**config.mk**
```make
export PLATFORM = sky130hd
export DESIGN_NAME = pme_event_select
export DESIGN_NICKNAME = d
export VERILOG_FILES = /design/src/rtl/pme_counter.v /design/src/rtl/pme_event_select.v /design/src/rtl/pme_sync.v
export VERILOG_INCLUDE_DIRS = /design/src /design/src/rtl
export SDC_FILE = /design/constraint.sdc
export NUM_CORES = 1
export LEC_CHECK = 0
export BUFFER_PORTS_ARGS = -buffer_cell sky130_fd_sc_hd__buf_4
export CAP_MARGIN = 40
export CORE_ASPECT_RATIO = 2
export CORE_MARGIN = 2
export CORE_UTILIZATION = 50
export CTS_CLUSTER_DIAMETER = 150
export DETAILED_ROUTE_END_ITERATION = 6
export PLACE_DENSITY_LB_ADDON = 0.12
export SLEW_MARGIN = 20
export SYNTH_ARGS = -nofsm -noshare
export SYNTH_HDL_FRONTEND = slang
export SYNTH_HIERARCHICAL = 1
export SYNTH_SLANG_ARGS = --single-unit
```
**constraint.sdc**
```tcl
create_clock -name clock -period 4.1 [get_ports clock]
set_clock_uncertainty 0.05 [all_clocks]
set_input_delay 0.205 -clock clock [delete_from_list [all_inputs] [get_ports clock]]
set_output_delay 0.205 -clock clock [all_outputs]
set_load 0.01 [all_outputs]
```
**src/rtl/pme_defines.vh**
```
// event codes, widths and reset values for the performance-monitor event selection block
// What this block does
// - code 000000 counts core cycles while enabled, filtered by user/system trace enables.
// - code 000001 counts committed instructions exactly, mode filtered, for instructions per cycle.
// - code 001000 counts committed load/store instructions, atomic load-stores included.
// - code 001001 counts committed branches, including call, jump-and-link and return.
// - code 001010 counts committed floating-point operates, both groups, excluding fused multiply-add.
// - code 001011 counts committed fused multiply-add instructions only.
// - code 001100 counts committed prefetch instructions.
// - instruction-statistics codes work identically on all eight counter halves.
// - code 010110 on upper 0 counts every trap, equal to sum of typed counts.
// - code 100000 counts instruction/data micro-TLB misses on upper/lower 1.
// - code 100000 counts L1 instruction/data cache misses on upper/lower 2.
// - code 100000 accumulates L1 instruction/data miss latency on upper/lower 3.
// - code 110000 adds L2 miss wait cycles: demand upper 0, prefetch lower 0.
// - code 110000 counts L2 misses: demand upper 1, prefetch lower 1.
// - code 110000 counts L2 references: demand reads upper 2, prefetch lower 2.
// - code 110000 counts L2 misses with writeback: demand upper 3, prefetch lower 3.
// - code 110001 counts received snoop request packets on upper/lower 0 and 1.
// - code 110001 counts address/data bus busy cycles in bus clocks on half 2.
// - code 110001 counts barrier-register reads upper 3, writes lower 3.
`ifndef PME_DEFINES_VH
`define PME_DEFINES_VH

// ************************************************************
// event codes
// ************************************************************
`define PME_CODE_CYCLES 6'h00
`define PME_CODE_INSTR 6'h01
`define PME_CODE_LDST 6'h08
`define PME_CODE_BRANCH 6'h09
`define PME_CODE_FPOP 6'h0a
`define PME_CODE_FMA 6'h0b
`define PME_CODE_PREFETCH 6'h0c
`define PME_CODE_TRAP 6'h16
`define PME_CODE_MMU_L1 6'h20
`define PME_CODE_L2 6'h30
`define PME_CODE_BUS 6'h31
`define PME_CODE_DISABLED 6'h3f

// ************************************************************
// widths and reset values
// ************************************************************
`define PME_CODE_W 6
`define PME_COUNT_W 32
`define PME_INC_W 3
`define PME_HALVES 8
`define PME_COUNT_RESET 32'h0000_0000
`define PME_SYNC_RESET 1'b0

`endif

```
**src/rtl/pme_counter.v**
```verilog
// one counter half: adds a per-cycle amount, wraps at full scale
`timescale 1ns/10ps
`include "pme_defines.vh"
module pme_counter #(
  parameter COUNT_W = `PME_COUNT_W,
  parameter INC_W = `PME_INC_W
) (
  input wire clock,
  input wire reset_n,
  input wire clear,
  input wire [INC_W-1:0] amount,
  output reg [COUNT_W-1:0] count
);

  wire [COUNT_W-1:0] next_count;

  // wraps silently; software watches for rollover itself
  assign next_count = count + {{(COUNT_W-INC_W){1'b0}}, amount};

  always @(posedge clock) begin
    if (!reset_n) begin
      count <= `PME_COUNT_RESET;
    end else if (clear) begin
      count <= `PME_COUNT_RESET;
    end else begin
      count <= next_count;
    end
  end

endmodule // pme_counter

```
**src/rtl/pme_event_select.v**
```verilog
// performance-monitor event selection and eight counter halves
`timescale 1ns/10ps
`include "pme_defines.vh"
module pme_event_select #(
  parameter COUNT_W = `PME_COUNT_W,
  parameter INC_W = `PME_INC_W
) (
  input wire clock,
  input wire reset_n,
  input wire clear_counts,
  input wire monitor_enable,
  input wire user_trace_enable,
  input wire system_trace_enable,
  input wire system_mode,
  input wire [5:0] code_upper_0,
  input wire [5:0] code_lower_0,
  input wire [5:0] code_upper_1,
  input wire [5:0] code_lower_1,
  input wire [5:0] code_upper_2,
  input wire [5:0] code_lower_2,
  input wire [5:0] code_upper_3,
  input wire [5:0] code_lower_3,
  input wire [INC_W-1:0] ev_commit_count,
  input wire [INC_W-1:0] ev_commit_ldst,
  input wire [INC_W-1:0] ev_commit_branch,
  input wire [INC_W-1:0] ev_commit_fpop,
  input wire [INC_W-1:0] ev_commit_fma,
  input wire [INC_W-1:0] ev_commit_prefetch,
  input wire ev_trap_int_vector,
  input wire ev_trap_int_level,
  input wire ev_trap_spill,
  input wire ev_trap_fill,
  input wire ev_trap_soft_inst,
  input wire ev_trap_inst_mmu_miss,
  input wire ev_trap_data_mmu_miss,
  input wire ev_inst_micro_tlb_miss,
  input wire ev_data_micro_tlb_miss,
  input wire ev_inst_l1_miss,
  input wire ev_data_l1_miss,
  input wire ev_inst_l1_miss_latency,
  input wire ev_data_l1_miss_latency,
  input wire ev_demand_l2_miss_wait,
  input wire ev_prefetch_l2_miss_wait,
  input wire ev_demand_l2_miss,
  input wire ev_prefetch_l2_miss,
  input wire ev_demand_l2_ref,
  input wire ev_prefetch_l2_ref,
  input wire ev_demand_miss_writeback,
  input wire ev_prefetch_miss_writeback,
  input wire snoop_invalidate_packet,
  input wire snoop_copyback_inv_packet,
  input wire snoop_copyback_packet,
  input wire snoop_copyback_dirty_packet,
  input wire sys_bus_clock,
  input wire addr_bus_busy,
  input wire data_bus_busy,
  input wire ev_barrier_read,
  input wire ev_barrier_write,
  output wire [COUNT_W-1:0] upper_count_0,
  output wire [COUNT_W-1:0] lower_count_0,
  output wire [COUNT_W-1:0] upper_count_1,
  output wire [COUNT_W-1:0] lower_count_1,
  output wire [COUNT_W-1:0] upper_count_2,
  output wire [COUNT_W-1:0] lower_count_2,
  output wire [COUNT_W-1:0] upper_count_3,
  output wire [COUNT_W-1:0] lower_count_3
);

  // ************************************************************
  // half numbering: even = upper, odd = lower
  // ************************************************************
  localparam HALVES = `PME_HALVES;
  localparam CODE_W = `PME_CODE_W;
  localparam H_U0 = 0;
  localparam H_L0 = 1;
  localparam H_U1 = 2;
  localparam H_L1 = 3;
  localparam H_U2 = 4;
  localparam H_L2 = 5;
  localparam H_U3 = 6;
  localparam H_L3 = 7;

  // ************************************************************
  // helpers
  // ************************************************************
  function [INC_W-1:0] ext1;
    input bit_in;
    begin
      ext1 = {{(INC_W-1){1'b0}}, bit_in};
    end
  endfunction

  // shared decode for every half; group amounts are already half-specific
  function [INC_W-1:0] pick_amount;
    input [CODE_W-1:0] code;
    input [INC_W-1:0] ins;
    input [INC_W-1:0] ldst;
    input [INC_W-1:0] br;
    input [INC_W-1:0] fp;
    input [INC_W-1:0] fma;
    input [INC_W-1:0] pf;
    input [INC_W-1:0] grp_trap;
    input [INC_W-1:0] grp_mmu;
    input [INC_W-1:0] grp_l2;
    input [INC_W-1:0] grp_bus;
    begin
      case (code)
        `PME_CODE_CYCLES: pick_amount = ext1(1'b1);
        `PME_CODE_INSTR: pick_amount = ins;
        `PME_CODE_LDST: pick_amount = ldst;
        `PME_CODE_BRANCH: pick_amount = br;
        `PME_CODE_FPOP: pick_amount = fp;
        `PME_CODE_FMA: pick_amount = fma;
        `PME_CODE_PREFETCH: pick_amount = pf;
        `PME_CODE_TRAP: pick_amount = grp_trap;
        `PME_CODE_MMU_L1: pick_amount = grp_mmu;
        `PME_CODE_L2: pick_amount = grp_l2;
        `PME_CODE_BUS: pick_amount = grp_bus;
        default: pick_amount = {INC_W{1'b0}};
      endcase
    end
  endfunction

  // codes listed for a given half; the rest hold the count
  function half_listed;
    input [CODE_W-1:0] code;
    input integer half;
    begin
      case (code)
        `PME_CODE_CYCLES, `PME_CODE_INSTR, `PME_CODE_LDST, `PME_CODE_BRANCH: half_listed = 1'b1;
        `PME_CODE_FPOP, `PME_CODE_FMA, `PME_CODE_PREFETCH: half_listed = 1'b1;
        `PME_CODE_TRAP, `PME_CODE_L2, `PME_CODE_BUS: half_listed = 1'b1;
        `PME_CODE_MMU_L1: half_listed = (half >= H_U1);
        default: half_listed = 1'b0;
      endcase
    end
  endfunction

  // ************************************************************
  // mode filter
  // ************************************************************
  wire count_gate;

  // user and system both set counts every mode
  assign count_gate = monitor_enable &
                      (system_mode ? system_trace_enable : user_trace_enable);

  // ************************************************************
  // system bus clock sampling
  // ************************************************************
  // bus clock must run below half the core rate or edges are missed
  wire [2:0] bus_sampled;
  reg bus_clock_prev;
  wire bus_edge;

  pme_sync #(
    .WIDTH(3)
  ) bus_sync (
    .clock(clock),
    .reset_n(reset_n),
    .async_in({sys_bus_clock, addr_bus_busy, data_bus_busy}),
    .sync_out(bus_sampled)
  );

  always @(posedge clock) begin
    if (!reset_n) begin
      bus_clock_prev <= 1'b0;
    end else begin
      bus_clock_prev <= bus_sampled[2];
    end
  end

  // one count per bus-clock rise, not per core cycle
  assign bus_edge = bus_sampled[2] & ~bus_clock_prev;

  // busy shares the clock's flops, so both describe the same bus cycle
  wire addr_busy_tick;
  wire data_busy_tick;

  assign addr_busy_tick = bus_edge & bus_sampled[1];
  assign data_busy_tick = bus_edge & bus_sampled[0];

  // ************************************************************
  // trap group, code 010110
  // ************************************************************
  wire [HALVES*INC_W-1:0] trap_amt;
  wire [INC_W-1:0] trap_total;

  // summed rather than ored so simultaneous traps still match the typed halves
  assign trap_total = ext1(ev_trap_int_vector) + ext1(ev_trap_int_level) +
                      ext1(ev_trap_spill) + ext1(ev_trap_fill) +
                      ext1(ev_trap_soft_inst) + ext1(ev_trap_inst_mmu_miss) +
                      ext1(ev_trap_data_mmu_miss);
  assign trap_amt[H_U0*INC_W +: INC_W] = trap_total;
  assign trap_amt[H_L0*INC_W +: INC_W] = ext1(ev_trap_int_vector);
  assign trap_amt[H_U1*INC_W +: INC_W] = ext1(ev_trap_int_level);
  assign trap_amt[H_L1*INC_W +: INC_W] = ext1(ev_trap_spill);
  assign trap_amt[H_U2*INC_W +: INC_W] = ext1(ev_trap_fill);
  assign trap_amt[H_L2*INC_W +: INC_W] = ext1(ev_trap_soft_inst);
  assign trap_amt[H_U3*INC_W +: INC_W] = ext1(ev_trap_inst_mmu_miss);
  assign trap_amt[H_L3*INC_W +: INC_W] = ext1(ev_trap_data_mmu_miss);

  // ************************************************************
  // MMU and L1 cache group, code 100000
  // ************************************************************
  wire [HALVES*INC_W-1:0] mmu_amt;

  // half 0 reserved in this group
  assign mmu_amt[H_U0*INC_W +: INC_W] = {INC_W{1'b0}};
  assign mmu_amt[H_L0*INC_W +: INC_W] = {INC_W{1'b0}};
  // main TLB misses only show up through the MMU-miss trap halves
  assign mmu_amt[H_U1*INC_W +: INC_W] = ext1(ev_inst_micro_tlb_miss);
  assign mmu_amt[H_L1*INC_W +: INC_W] = ext1(ev_data_micro_tlb_miss);
  assign mmu_amt[H_U2*INC_W +: INC_W] = ext1(ev_inst_l1_miss);
  assign mmu_amt[H_L2*INC_W +: INC_W] = ext1(ev_data_l1_miss);
  // latency inputs are levels held while a miss is outstanding
  assign mmu_amt[H_U3*INC_W +: INC_W] = ext1(ev_inst_l1_miss_latency);
  assign mmu_amt[H_L3*INC_W +: INC_W] = ext1(ev_data_l1_miss_latency);

  // ************************************************************
  // L2 cache group, code 110000
  // ************************************************************
  wire [HALVES*INC_W-1:0] l2_amt;

  assign l2_amt[H_U0*INC_W +: INC_W] = ext1(ev_demand_l2_miss_wait);
  assign l2_amt[H_L0*INC_W +: INC_W] = ext1(ev_prefetch_l2_miss_wait);
  assign l2_amt[H_U1*INC_W +: INC_W] = ext1(ev_demand_l2_miss);
  assign l2_amt[H_L1*INC_W +: INC_W] = ext1(ev_prefetch_l2_miss);
  assign l2_amt[H_U2*INC_W +: INC_W] = ext1(ev_demand_l2_ref);
  assign l2_amt[H_L2*INC_W +: INC_W] = ext1(ev_prefetch_l2_ref);
  assign l2_amt[H_U3*INC_W +: INC_W] = ext1(ev_demand_miss_writeback);
  assign l2_amt[H_L3*INC_W +: INC_W] = ext1(ev_prefetch_miss_writeback);

  // ************************************************************
  // system bus and barrier group, code 110001
  // ************************************************************
  wire [HALVES*INC_W-1:0] bus_amt;

  assign bus_amt[H_U0*INC_W +: INC_W] = ext1(snoop_invalidate_packet);
  assign bus_amt[H_L0*INC_W +: INC_W] = ext1(snoop_copyback_inv_packet);
  assign bus_amt[H_U1*INC_W +: INC_W] = ext1(snoop_copyback_packet);
  assign bus_amt[H_L1*INC_W +: INC_W] = ext1(snoop_copyback_dirty_packet);
  assign bus_amt[H_U2*INC_W +: INC_W] = ext1(addr_busy_tick);
  assign bus_amt[H_L2*INC_W +: INC_W] = ext1(data_busy_tick);
  assign bus_amt[H_U3*INC_W +: INC_W] = ext1(ev_barrier_read);
  assign bus_amt[H_L3*INC_W +: INC_W] = ext1(ev_barrier_write);

  // ************************************************************
  // per-half selection and counters
  // ************************************************************
  wire [HALVES*CODE_W-1:0] code_all;
  wire [HALVES*COUNT_W-1:0] count_all;

  assign code_all = {code_lower_3, code_upper_3, code_lower_2, code_upper_2,
                     code_lower_1, code_upper_1, code_lower_0, code_upper_0};

  genvar h;
  generate
    for (h = 0; h < HALVES; h = h + 1) begin : g_half
      wire [INC_W-1:0] raw_amount;
      wire [INC_W-1:0] amount;
      wire listed;

      // same decode on every half, so instruction codes are universal
      assign raw_amount = pick_amount(code_all[h*CODE_W +: CODE_W],
                                      ev_commit_count, ev_commit_ldst,
                                      ev_commit_branch, ev_commit_fpop,
                                      ev_commit_fma, ev_commit_prefetch,
                                      trap_amt[h*INC_W +: INC_W],
                                      mmu_amt[h*INC_W +: INC_W],
                                      l2_amt[h*INC_W +: INC_W],
                                      bus_amt[h*INC_W +: INC_W]);

      // reserved group slots are zero already; this keeps the hold explicit
      assign listed = half_listed(code_all[h*CODE_W +: CODE_W], h);
      assign amount = (count_gate & listed) ? raw_amount : {INC_W{1'b0}};

      pme_counter #(
        .COUNT_W(COUNT_W),
        .INC_W(INC_W)
      ) half_counter (
        .clock(clock),
        .reset_n(reset_n),
        .clear(clear_counts),
        .amount(amount),
        .count(count_all[h*COUNT_W +: COUNT_W])
      );
    end
  endgenerate

  // ************************************************************
  // outputs, each straight from a counter register
  // ************************************************************
  assign upper_count_0 = count_all[H_U0*COUNT_W +: COUNT_W];
  assign lower_count_0 = count_all[H_L0*COUNT_W +: COUNT_W];
  assign upper_count_1 = count_all[H_U1*COUNT_W +: COUNT_W];
  assign lower_count_1 = count_all[H_L1*COUNT_W +: COUNT_W];
  assign upper_count_2 = count_all[H_U2*COUNT_W +: COUNT_W];
  assign lower_count_2 = count_all[H_L2*COUNT_W +: COUNT_W];
  assign upper_count_3 = count_all[H_U3*COUNT_W +: COUNT_W];
  assign lower_count_3 = count_all[H_L3*COUNT_W +: COUNT_W];

endmodule // pme_event_select

```
**src/rtl/pme_sync.v**
```verilog
// two-flop synchroniser for pins from outside the core clock domain
`timescale 1ns/10ps
`include "pme_defines.vh"
module pme_sync #(
  parameter WIDTH = 1
) (
  input wire clock,
  input wire reset_n,
  input wire [WIDTH-1:0] async_in,
  output reg [WIDTH-1:0] sync_out
);

  reg [WIDTH-1:0] stage_one;

  // stage_one is read by sync_out only
  always @(posedge clock) begin
    if (!reset_n) begin
      stage_one <= {WIDTH{`PME_SYNC_RESET}};
      sync_out <= {WIDTH{`PME_SYNC_RESET}};
    end else begin
      stage_one <= async_in;
      sync_out <= stage_one;
    end
  end

endmodule // pme_sync
```
Word-level counts from Yosys, hierarchy flattened
Index checks and enable logic that the tools add are counted.
{"block": "totals", "mem_bits_rw": 0, "romBits": 0, "memories": 0, "elab_cells": 159, "latchBits": 0, "out_inout_bits": 256, "regBits": 263, "input_bits": 103}
{"block": "classes", "magnitude_cmp": 0, "n_mux": 25, "reduce_logical": 17, "add_sub_neg": 14, "n_shift": 0, "eq_ne": 78, "n_mul": 0, "bitwise_logic": 14, "div_mod_pow": 0}
{"cell": "32-bit by 3-bit adder with 32-bit output", "count": 8}
{"cell": "6-bit by 4-bit == test with 1-bit output (second input constant)", "count": 40}
{"cell": "3-bit one-hot mux with 11 select lines", "count": 6}
{"cell": "6-bit == test (second input constant)", "count": 22}
{"cell": "11-bit OR reduction", "count": 6}
{"cell": "3-bit one-hot mux with 10 select lines", "count": 2}
{"cell": "6-bit by 1-bit == test with 1-bit output (second input constant)", "count": 8}
{"cell": "6-bit by 5-bit == test with 1-bit output (second input constant)", "count": 8}
{"cell": "6-bit logical NOT", "count": 8}
{"cell": "3-bit 2-to-1 mux", "count": 8}
{"cell": "10-bit OR reduction", "count": 2}
{"cell": "3-bit by 1-bit adder with 3-bit output", "count": 4}
{"cell": "1-bit bitwise AND", "count": 12}
{"cell": "1-bit 2-to-1 mux", "count": 9}
{"cell": "2-bit by 1-bit adder with 3-bit output", "count": 1}
{"cell": "1-bit by 1-bit adder with 2-bit output", "count": 1}
{"cell": "1-bit inverter", "count": 2}
{"cell": "2-bit OR reduction", "count": 1}

Longest topological paths before layout
Gate-level depths: netlist (run 1).
{"block": "logic_depth", "ltp_word": 9, "ltp_mapped": 15, "depth_no_buf": 13}

By module
The synthesis (run 1) kept the hierarchy.
{"mod": "pme_counter", "instances": 8, "cells_each": 189, "area_each_um2": 1657.8, "seq_area_each_um2": 640.6}
{"mod": "pme_event_select", "instances": 1, "cells_each": 373, "area_each_um2": 2607.5, "seq_area_each_um2": 20.0}
{"mod": "pme_sync", "instances": 1, "cells_each": 12, "area_each_um2": 157.7, "seq_area_each_um2": 120.1}

Worst setup path before layout (run 1)
No wires, ideal clock.
{"block": "synth_path", "path_kind": "in2reg", "startpoint": "in ev_trap_int_vector", "endpoint": "reg g_half[0].half_counter.count[9]", "setup_time_ns": 0.070, "path_slack_ns": 0.137, "required_ns": 3.980, "stages": 15, "arrival_ns": 3.842, "path_buffers": 2, "path_cell_list": "fa_1 inv_1 fa_1 fa_1 inv_1 fa_1 a221oi_1 nor2_1 ha_1 a211oi_1 or2_1 clkbuf_1 buf_6 or3_2 a21oi_1"}
{"block": "synth_via", "elab_chain_len": 9}
{"item": "from (decl)", "line_no": "pme_event_select.v:29", "source": "input wire ev_trap_int_vector,"}
{"item": "1-bit by 1-bit adder with 2-bit output", "line_no": "pme_event_select.v:190", "source": "assign trap_total = ext1(ev_trap_int_vector) + ext1(ev_trap_int_level) +"}
{"item": "2-bit by 1-bit adder with 3-bit output", "line_no": "pme_event_select.v:190"}
{"item": "3-bit by 1-bit adder with 3-bit output (2 in series)", "line_no": "pme_event_select.v:191", "source": "ext1(ev_trap_spill) + ext1(ev_trap_fill) +"}
{"item": "3-bit by 1-bit adder with 3-bit output (2 in series)", "line_no": "pme_event_select.v:192", "source": "ext1(ev_trap_soft_inst) + ext1(ev_trap_inst_mmu_miss) +"}
{"item": "3-bit one-hot mux with 10 select lines", "line_no": "pme_event_select.v:107", "source": "case (code)"}
{"item": "3-bit 2-to-1 mux", "line_no": "pme_event_select.v:276", "source": "assign amount = (count_gate & listed) ? raw_amount : {INC_W{1'b0}};"}
{"item": "named net g_half[0].amount[1]", "line_no": "pme_event_select.v:261", "source": "wire [INC_W-1:0] amount;"}
{"item": "32-bit by 3-bit adder with 32-bit output", "line_no": "pme_counter.v:18", "source": "assign next_count = count + {{(COUNT_W-INC_W){1'b0}}, amount};"}
{"item": "to (signal assigned)", "line_no": "pme_counter.v:22", "source": "count <= `PME_COUNT_RESET;"}
{"item": "to (signal assigned)", "line_no": "pme_counter.v:24", "source": "count <= `PME_COUNT_RESET;"}
{"item": "to (signal assigned)", "line_no": "pme_counter.v:26", "source": "count <= next_count;"}
{"item": "to (decl)", "line_no": "pme_counter.v:12", "source": "output reg [COUNT_W-1:0] count"}
The timed path passes the listed nets, and every way through them passes these cells.
A chain may end at the register's enable or synchronous reset.

Worst setup path in the final report (run 1)
{"block": "layout_path", "startpoint": "in ev_trap_int_vector", "endpoint": "reg g_half[0].half_counter.count[25]"}
The elaborated chain is that of the path after synthesis.

==> results, run 1 <==
- The flow ran to the end, and the final reports show no timing, DRC or antenna violations.
- The total clock buffers created by CTS is 27.
- The period utilization is 92.8%.
- The final setup violation count is 0.
- The worst reg-to-reg setup slack is 1180 ps.
- The critical path is of the in2reg type.
- The top-area cell type share of the netlist area is 32.8%.
- Counting instances, the worst hold path has a depth of 2.
- Across the VDD grid, the largest voltage drop is 0.000304 V.
- The number of DRC markers after the initial detailed-route iteration is 1,055.
- The worst register-to-register path ends at g_half[5].half_counter/count[30]$_SDFF_PP0_.
- The total area inside the core boundary comes to 31,500 um^2.
- The number of hold-slack violations in the final timing report was 0.
- The total I/O pin count is 359.
- The type of the most critical hold path is in2reg.
- The startpoint identified for the worst register-to-register timing path is bus_sync/sync_out[2]$_SDFF_PN0_.
- The number of antenna violations at the first check in global routing came to 2.
- The via count of the first global-routing pass was 16,000.
- The clock passes through at most 3 buffers.
- The H-tree depth is 1.
- TritonCTS built the clock tree.
- By area the synthesized netlist is led by sky130_fd_sc_hd__dfxtp_1 (33%), sky130_fd_sc_hd__a21oi_1 (5.3%), sky130_fd_sc_hd__or4_1 (4.9%).
- The area taken by flip-flops and latches is 5270 um^2.
- The floorplan has 92 rows.
- The overall overflow remaining after global route is 0.
- The clock sink count is 263.
- For the worst flop-to-flop path, the logic depth is 10.
- Measured along the x axis, the die boundary spans 131 um.
- The data arrival time of the worst path is 4230 ps.
- The area growth from synthesis to layout is 23.3%.
- For this design the ratio of total power to cell area is 289 nW/um^2.
- For the finished layout, the period the worst path requires is 3800 ps.
- The number of synthesized register bits is 263.
- Of the cells placed in the final design, the portion with a size suffix greater than 1 is 24.2%.
- For this run, the number of Yosys warnings is 6.
- At the pin with the least slew margin, the transition time is 818 ps.
- The die covers 33,600 um^2.
- The sequential-to-total area share from yosys stat is 32.8%.
- The weighted congestion at the end of routability-driven global placement is 0.914.
- The clock edge transition at the registers on the reported setup and hold paths is 60 ps.
- The cell area that synthesis handed to floorplanning was 16,000 um^2.
- The total track usage is 30.2%.
- The root buffer cell chosen for the clock tree is sky130_fd_sc_hd__clkbuf_16.
- Measured on the finished design, the core utilization comes to 62.7%.
- Dividing the detail-routed via count by the number of cells gives 6.36.
- Among all flip-flop cells after synthesis, the most frequent one is sky130_fd_sc_hd__dfxtp_1.
- For this run, the detailed router's first-pass iteration total came to 5.
- The final layout contains 2,337 nets.
- Once detail routing completed, the nets flagged for antenna violations numbered 0.
- The tool flagged a number of max-cap violations equal to 0.
- The layout has 2,920 filler cells.
- The total count of max-transition violations in the final report came to 0.
- The number of enable-type register cells in the synthesized netlist is 0.
- The first global-routing pass estimated 82.6 mm of wire.
- At the worst endpoint, the required time is 4520 ps.
- Of all cell types, the one taking the most synthesized area is sky130_fd_sc_hd__dfxtp_1.
- The via count of the routed design is 16,800.
- In this run the most critical hold path is launched from reset_n.
- The total area of multi-input combinational cells is 9970 um^2.
- The average routed wire per standard cell is 19.8 um.
- The endpoint of the worst hold path is bus_sync/sync_out[2]$_SDFF_PN0_.
- The distinct cell type count of the synthesized netlist is 75.
- The hold slack is 32.6 ps.
- The worst slew margin relative to its limit is 45.0%.
- The final setup TNS is 0 ps.
- The count of unresolved DRC violations after routing is 0.
- Once detailed placement completed, the half-perimeter wirelength came to 39.1 mm.
- STA classifies the critical path endpoint as a flip-flop.
- Timing would allow up to 263 MHz.
- Dividing the synthesized area by the synthesized cell count gives 8.45 um^2.
- The die is 257 um tall.
- Along the worst path, the maximum fanout reaches 17.
- For this design the static power due to leakage is 7.20 nW.
- Counting every instance in the synthesized netlist gives 1,897.
- Setup repair after global routing left no endpoint under its margin.
- The effective utilization at floorplan is 50.8%.
- In the synthesized netlist the async set-or-reset flop fraction comes to 0%.
- The number of nets handed over by synthesis was 2,036.
- The clock insertion delay at the later pin of the skew report is 550 ps.
- In this run the tool buffered the top-level ports with 358 buffer cells.
- The worst setup path is launched from an input port.
- Setup slack closes at 295 ps.
- The pre-CTS setup slack is -259 ps.
- Entering global routing, the biggest net connects 29 pins.
- The routed design has 52.5 mm of wire.
==> cell usage in the layout (no fill, tap or decap), types with 9 or more instances in the layout <==
cell type / Yosys / layout
sky130_fd_sc_hd__o21ai_0: 76 / 76
sky130_fd_sc_hd__nor3_1: 31 / 31
sky130_fd_sc_hd__or4_1: 104 / 104
sky130_fd_sc_hd__nand4_1: 103 / 103
sky130_fd_sc_hd__nor2b_1: 21 / 21
sky130_fd_sc_hd__fa_1: 12 / 12
sky130_fd_sc_hd__dfxtp_1: 263 / 263
sky130_fd_sc_hd__a221oi_1: 9 / 9
sky130_fd_sc_hd__and2_1: 39 / 39
sky130_fd_sc_hd__nand2b_1: 15 / 15
sky130_fd_sc_hd__or3_2: 16 / 16
sky130_fd_sc_hd__mux2i_1: 23 / 23
sky130_fd_sc_hd__nand2_1: 121 / 121
sky130_fd_sc_hd__mux2_2: 22 / 22
sky130_fd_sc_hd__a21o_1: 12 / 12
sky130_fd_sc_hd__or2_1: 10 / 9
sky130_fd_sc_hd__o31ai_1: 99 / 99
sky130_fd_sc_hd__a21oi_1: 170 / 170
sky130_fd_sc_hd__nor2_1: 110 / 110
sky130_fd_sc_hd__ha_1: 24 / 24
sky130_fd_sc_hd__nor4_1: 32 / 32
sky130_fd_sc_hd__xor2_1: 16 / 16
sky130_fd_sc_hd__a41o_1: 16 / 16
sky130_fd_sc_hd__buf_4: 3 / 366
sky130_fd_sc_hd__clkbuf_16: 0 / 27
sky130_fd_sc_hd__a31oi_1: 25 / 25
sky130_fd_sc_hd__a22oi_1: 9 / 9
sky130_fd_sc_hd__nand3_1: 63 / 63
sky130_fd_sc_hd__and3_1: 16 / 16
sky130_fd_sc_hd__or3_1: 40 / 40
sky130_fd_sc_hd__and4_1: 41 / 41
sky130_fd_sc_hd__xnor2_1: 40 / 40
sky130_fd_sc_hd__inv_1: 49 / 49
sky130_fd_sc_hd__a211oi_1: 18 / 18
==> power by group <==
part / leakage (nW) / internal [W] / switching [W]
registers: 2.12 / 0.00256 / 0.00000143
logic: 4.58 / 0.000162 / 0.000227
clock network: 0.494 / 0.00169 / 0.00108
total: 7.20 / 0.00441 / 0.00131
==> through the flow <==
step	total power, W	cell area (um^2)	instances
after floorplan	0.00283	16000	1897
final	0.00572	19800	2643
after global routing	0.00591	19800	2643
after global placement	0.00299	18700	2586
after CTS	0.00577	19800	2639
after detailed placement	0.00300	18700	2587
==> worst max path at each step <==
stage                        from                                           to  slack [ps]  cells after the start
6_report       ev_trap_int_vector  g_half[0].half_counter/count[25]$_SDFF_PP0_         300                     14
5_1_grt        ev_trap_int_vector  g_half[0].half_counter/count[25]$_SDFF_PP0_          60                     14
4_1_cts        ev_trap_int_vector  g_half[0].half_counter/count[25]$_SDFF_PP0_         300                     14
3_5_place_dp   ev_trap_int_vector  g_half[0].half_counter/count[25]$_SDFF_PP0_        -260                     14
3_3_place_gp   ev_trap_int_vector  g_half[0].half_counter/count[25]$_SDFF_PP0_        -170                     14
2_1_floorplan  ev_trap_int_vector   g_half[0].half_counter/count[9]$_SDFF_PP0_         140                     15
==> metal layers <==
metal | share of wire [%] | GRT usage [%] | vias up
met5 | 0 | 0 | -
met4 | 5.1 | 15.4 | 0
met3 | 6.6 | 4.95 | 156
met2 | 52 | 55.3 | 625
met1 | 36 | 32.5 | 8075
li1 | - | - | 7956
==> logic make-up after synthesis <==
family	share of synthesized area, %
multiplexers	3.68
flip-flops	32.8
buffers and inverters	4.96
adder cells (fa/ha/maj)	3.37
AO/OA/AOI/OAI	19.7
AND/OR/NAND/NOR	32.4
XOR/XNOR	3.06
==> synthesized netlist by cell type, types with 12 or more instances <==
cell type	n
sky130_fd_sc_hd__a211oi_1	18
sky130_fd_sc_hd__a21o_1	12
sky130_fd_sc_hd__a21oi_1	170
sky130_fd_sc_hd__a31oi_1	25
sky130_fd_sc_hd__a41o_1	16
sky130_fd_sc_hd__and2_1	39
sky130_fd_sc_hd__and3_1	16
sky130_fd_sc_hd__and4_1	41
sky130_fd_sc_hd__buf_2	25
sky130_fd_sc_hd__buf_6	25
sky130_fd_sc_hd__clkbuf_1	46
sky130_fd_sc_hd__dfxtp_1	263
sky130_fd_sc_hd__fa_1	12
sky130_fd_sc_hd__ha_1	24
sky130_fd_sc_hd__inv_1	49
sky130_fd_sc_hd__mux2_2	22
sky130_fd_sc_hd__mux2i_1	23
sky130_fd_sc_hd__nand2_1	121
sky130_fd_sc_hd__nand2b_1	15
sky130_fd_sc_hd__nand3_1	63
sky130_fd_sc_hd__nand4_1	103
sky130_fd_sc_hd__nor2_1	110
sky130_fd_sc_hd__nor2b_1	21
sky130_fd_sc_hd__nor3_1	31
sky130_fd_sc_hd__nor4_1	32
sky130_fd_sc_hd__o21ai_0	76
sky130_fd_sc_hd__o31ai_1	99
sky130_fd_sc_hd__or3_1	40
sky130_fd_sc_hd__or3_2	16
sky130_fd_sc_hd__or4_1	104
sky130_fd_sc_hd__xnor2_1	40
sky130_fd_sc_hd__xor2_1	16
==> sequential cells by signal, indices dropped and copies added (netlist names) <==
signal,flops
g_half.half_counter/count,256
bus_sync/stage_one,3
bus_sync/sync_out,3
bus_clock_prev,1
==> critical path: stages <==
cell and delay, ps:
sky130_fd_sc_hd__buf_4 140, sky130_fd_sc_hd__fa_1 530, sky130_fd_sc_hd__inv_1 50, sky130_fd_sc_hd__fa_1 450, sky130_fd_sc_hd__fa_1 380, sky130_fd_sc_hd__inv_1 80, sky130_fd_sc_hd__fa_1 410, sky130_fd_sc_hd__a221oi_1 300
sky130_fd_sc_hd__nor2_1 100, sky130_fd_sc_hd__ha_1 330, sky130_fd_sc_hd__a211oi_1 110, sky130_fd_sc_hd__or2_2 460, sky130_fd_sc_hd__or4_1 540, sky130_fd_sc_hd__a21oi_1 160
==> area by class of cell <==
class	count	share of cell area, %
Multi-Input combinational cell	1484	50.4
Timing Repair Buffer	373	14.3
Clock buffer	34	3.86
Antenna cell	2	0.0253
Tap cell	423	2.68
Clock inverter	15	1.19
Sequential cell	263	26.6
Inverter	49	0.931
==> what timing repair did <==
| item | CTS | global route |
|---|---|---|
| gates resized for setup | 0 | 1 |
| endpoints found under the hold margin | 3 | 0 |
| hold buffers | 3 | 0 |
| setup endpoints to repair | 0 | 2 |
| setup buffers | 0 | 0 |
No activity file was read; power rests on OpenSTA's default activity.
==> inputs of run 2 (changes only) <==
--- a/config.mk
+++ b/config.mk
@@ -10,7 +10,8 @@
 export CAP_MARGIN = 40
 export CORE_ASPECT_RATIO = 2
 export CORE_MARGIN = 2
-export CORE_UTILIZATION = 50
+export CORE_UTILIZATION = 51
+export CTS_BUF_LIST = sky130_fd_sc_hd__clkbuf_8
 export CTS_CLUSTER_DIAMETER = 150
 export DETAILED_ROUTE_END_ITERATION = 6
 export PLACE_DENSITY_LB_ADDON = 0.12
==> results, run 2 (synthesis results as in run 1) <==
- The final setup violation count is 0 (unchanged).
- STA classifies the critical path startpoint as an input port.
- The vertical extent of the die is 255 um (-0.97%).
- The post-cts gate resize count is 0 (unchanged).
- The count of unresolved DRC violations after routing came to 0 (unchanged).
- The largest registers in the layout are g_half.half_counter/count: 256 flops, bus_sync/stage_one: 3 flops, bus_sync/sync_out: 3 flops.
- The mean number of vias per cell is 6.37 (+0.18%).
- The worst-path maximum fanout is 17 (unchanged).
- The clock period minus final worst setup slack is 3770 ps (-35.2 ps).
- The number of flip-flops under the largest register name is 256 (unchanged).
- The overall power consumption is 0.00511 W (-11%).
- The final net count was 2,350 (+0.56%).
- The pin count of the biggest net entering global routing is 29 (unchanged).
- The largest voltage drop on the vdd net is 0.000226 V (-26%).
- The data arrival time of the worst path was 4200 ps (-30 ps).
- The clock edge transition at the registers on the reported setup and hold paths is 60 ps (about the same).
- The total iterations of the first detailed-routing run came to 6 (+1).
- The total clock buffers created by CTS is 41 (+52%).
- Setup repair after global routing left no endpoint under its margin.
- The period utilization is 91.9% (-0.86 points).
- The largest register by flop count is g_half.half_counter/count.
- The peak clock frequency supported by timing came to 265 MHz (+0.93%).
- The via count of the first global-routing pass is 16,000 (+0.23%).
- The proportion of layout cells with a drive suffix above 1 was 24.1% (-0.082 points).
- The number of hold buffers added after cts is 6 (+3).
- The final standard cell area without fillers is 19,600 um^2 (-1.1%).
- The cell area after placement was 18,700 um^2 (-0.11%).
- The worst slew margin relative to its limit came to 39.1% (-5.9 points).
- The worst-case clock buffer depth is 3 (unchanged).
- The die outline area is 32,900 um^2 (-1.9%).
- The max-capacitance violation count was 0 (unchanged).
- The estimated wirelength of the detail-placed design is 39.1 mm (about the same).
- The first-pass GRT wire length came to 82.2 mm (-0.49%).
- The worst endpoint required time is 4530 ps (about the same).
- The power per standard cell area is 261 nW/um^2 (-9.7%).
- The post-CTS setup-driven buffer insertion count was 0 (unchanged).
- The clock insertion delay at the later pin of the skew report came to 560 ps (about the same).
- The placeable core region is 30,900 um^2 (-2.2%).
- TritonCTS built the clock tree.
- The overall die width is 129 um (-0.95%).
- The library cell used most frequently in the layout, excluding fill and tap cells, is sky130_fd_sc_hd__buf_4.
- CTS placed an instance of sky130_fd_sc_hd__clkbuf_8 at the clock tree root.
- The weighted congestion at the end of routability-driven global placement is 0.896 (-2.0%).
- The critical path in this run is classified as in2reg.
- The average routed wire per standard cell is 19.8 um (-0.41%).
- The leakage power is 7.15 nW (-0.61%).
- The growth of design area from synthesis to finish is 22.0%.
- In the layout the commonest cells are sky130_fd_sc_hd__buf_4 (364), sky130_fd_sc_hd__dfxtp_1 (263), sky130_fd_sc_hd__a21oi_1 (170).
- The overall overflow remaining after global route was 0 (unchanged).
- The H-tree depth came to 2 (+1).
- The via count of the routed design is 16,900 (+0.79%).
- The total I/O pin count is 359 (unchanged).
- The number of DRC markers after the initial detailed-route iteration is 1,043 (-1.1%).
- The floorplan row count is 91 (-1.1%).
- The number of antenna violations at the first check in global routing was 3 (+1).
- The run finished with clean final reports.
- The number of hold-slack violations in the final timing report was 0 (unchanged).
- The total count of max-transition violations in the final report is 0 (unchanged).
- The total track usage is 30.8% (+0.61 points).
- The path class of the tightest hold or removal check is in2reg.
- The pin slew with the least headroom to its limit is 906 ps (+87.5 ps).
- The total wire length after detailed routing is 52.6 mm (+0.19%).
- The final core utilization is 63.4% (+0.70 points).
- The number of port buffers came to 358 (unchanged).
- The final setup TNS is 0 ps (unchanged).
- The type of destination of the critical path is a flip-flop.
- The clock sink count is 263 (unchanged).
- The number of antenna-violating nets in the routed design is 0 (unchanged).
- The effective utilization at floorplan is 51.9% (+1.1 points).
==> run 2: changes by cell type in the layout (fill, tap and decap cells not counted), sizes merged, moves of 2 or more <==
cell / previous run / this run
buf: 367 / 365
inv: 50 / 63
bufinv: 6 / 0
dlygate4sd3: 3 / 6
clkbuf: 36 / 51
clkinv: 7 / 3
==> run 2: cell type report <==
| cell class | instances | area, um^2 |
|---|---|---|
| Tap cell | 418 | 523 |
| Clock buffer | 51 | 702 |
| Multi-Input combinational cell | 1484 | 9970 |
| Timing Repair Buffer | 372 | 2820 |
| Fill cell | 2785 | 11300 |
| Antenna cell | 3 | 7.51 |
| Clock inverter | 19 | 82.6 |
| Inverter | 49 | 184 |
| Sequential cell | 263 | 5270 |
==> run 2: through the flow <==
stage	std cells	setup slack (ps)	hold WS, ps
4_1_cts	2656	382	147
2_1_floorplan	1897	137	277
3_5_place_dp	2580	-197	362
3_3_place_gp	2579	-142	365
6_report	2659	331	180
5_1_grt	2659	84.1	197
==> run 2: final timing paths <==
check / start / to / slack (ps) / depth (start not counted)
setup / recovery: ev_trap_int_vector / g_half[0].half_counter/count[23]$_SDFF_PP0_ / 330 / 14
hold / removal: clear_counts / g_half[6].half_counter/count[3]$_SDFF_PP0_ / 180 / 4
setup reg to reg: bus_sync/sync_out[2]$_SDFF_PN0_ / g_half[5].half_counter/count[22]$_SDFF_PP0_ / 1050 / 10
hold reg to reg: bus_sync/stage_one[1]$_SDFF_PN0_ / bus_sync/sync_out[1]$_SDFF_PN0_ / 370 / 1
==> run 2: critical path: stages <==
cell,delay [ps]
sky130_fd_sc_hd__buf_4,130
sky130_fd_sc_hd__fa_1,530
sky130_fd_sc_hd__inv_1,50
sky130_fd_sc_hd__fa_1,440
sky130_fd_sc_hd__fa_1,360
sky130_fd_sc_hd__inv_1,80
sky130_fd_sc_hd__fa_1,410
sky130_fd_sc_hd__a221oi_1,280
sky130_fd_sc_hd__nor2_1,110
sky130_fd_sc_hd__ha_1,330
sky130_fd_sc_hd__a211oi_1,110
sky130_fd_sc_hd__or2_1,450
sky130_fd_sc_hd__or4_1,570
sky130_fd_sc_hd__a21oi_1,140
==> run 2: metal layers <==
metal	part of all wire, %	vias up	global-route usage [%]
met5	0	-	0
met4	5.2	0	15.7
met3	7.5	174	6.17
met2	52	695	57.4
met1	35	8083	32.0
li1	-	7992	-
==> run 2: power by group <==
group	leakage (nW)	switching (W)	total [W]	internal (W)
logic	4.58	0.000227	0.000390	0.000163
clock network	0.453	0.00104	0.00216	0.00112
registers	2.12	0.00000144	0.00256	0.00256
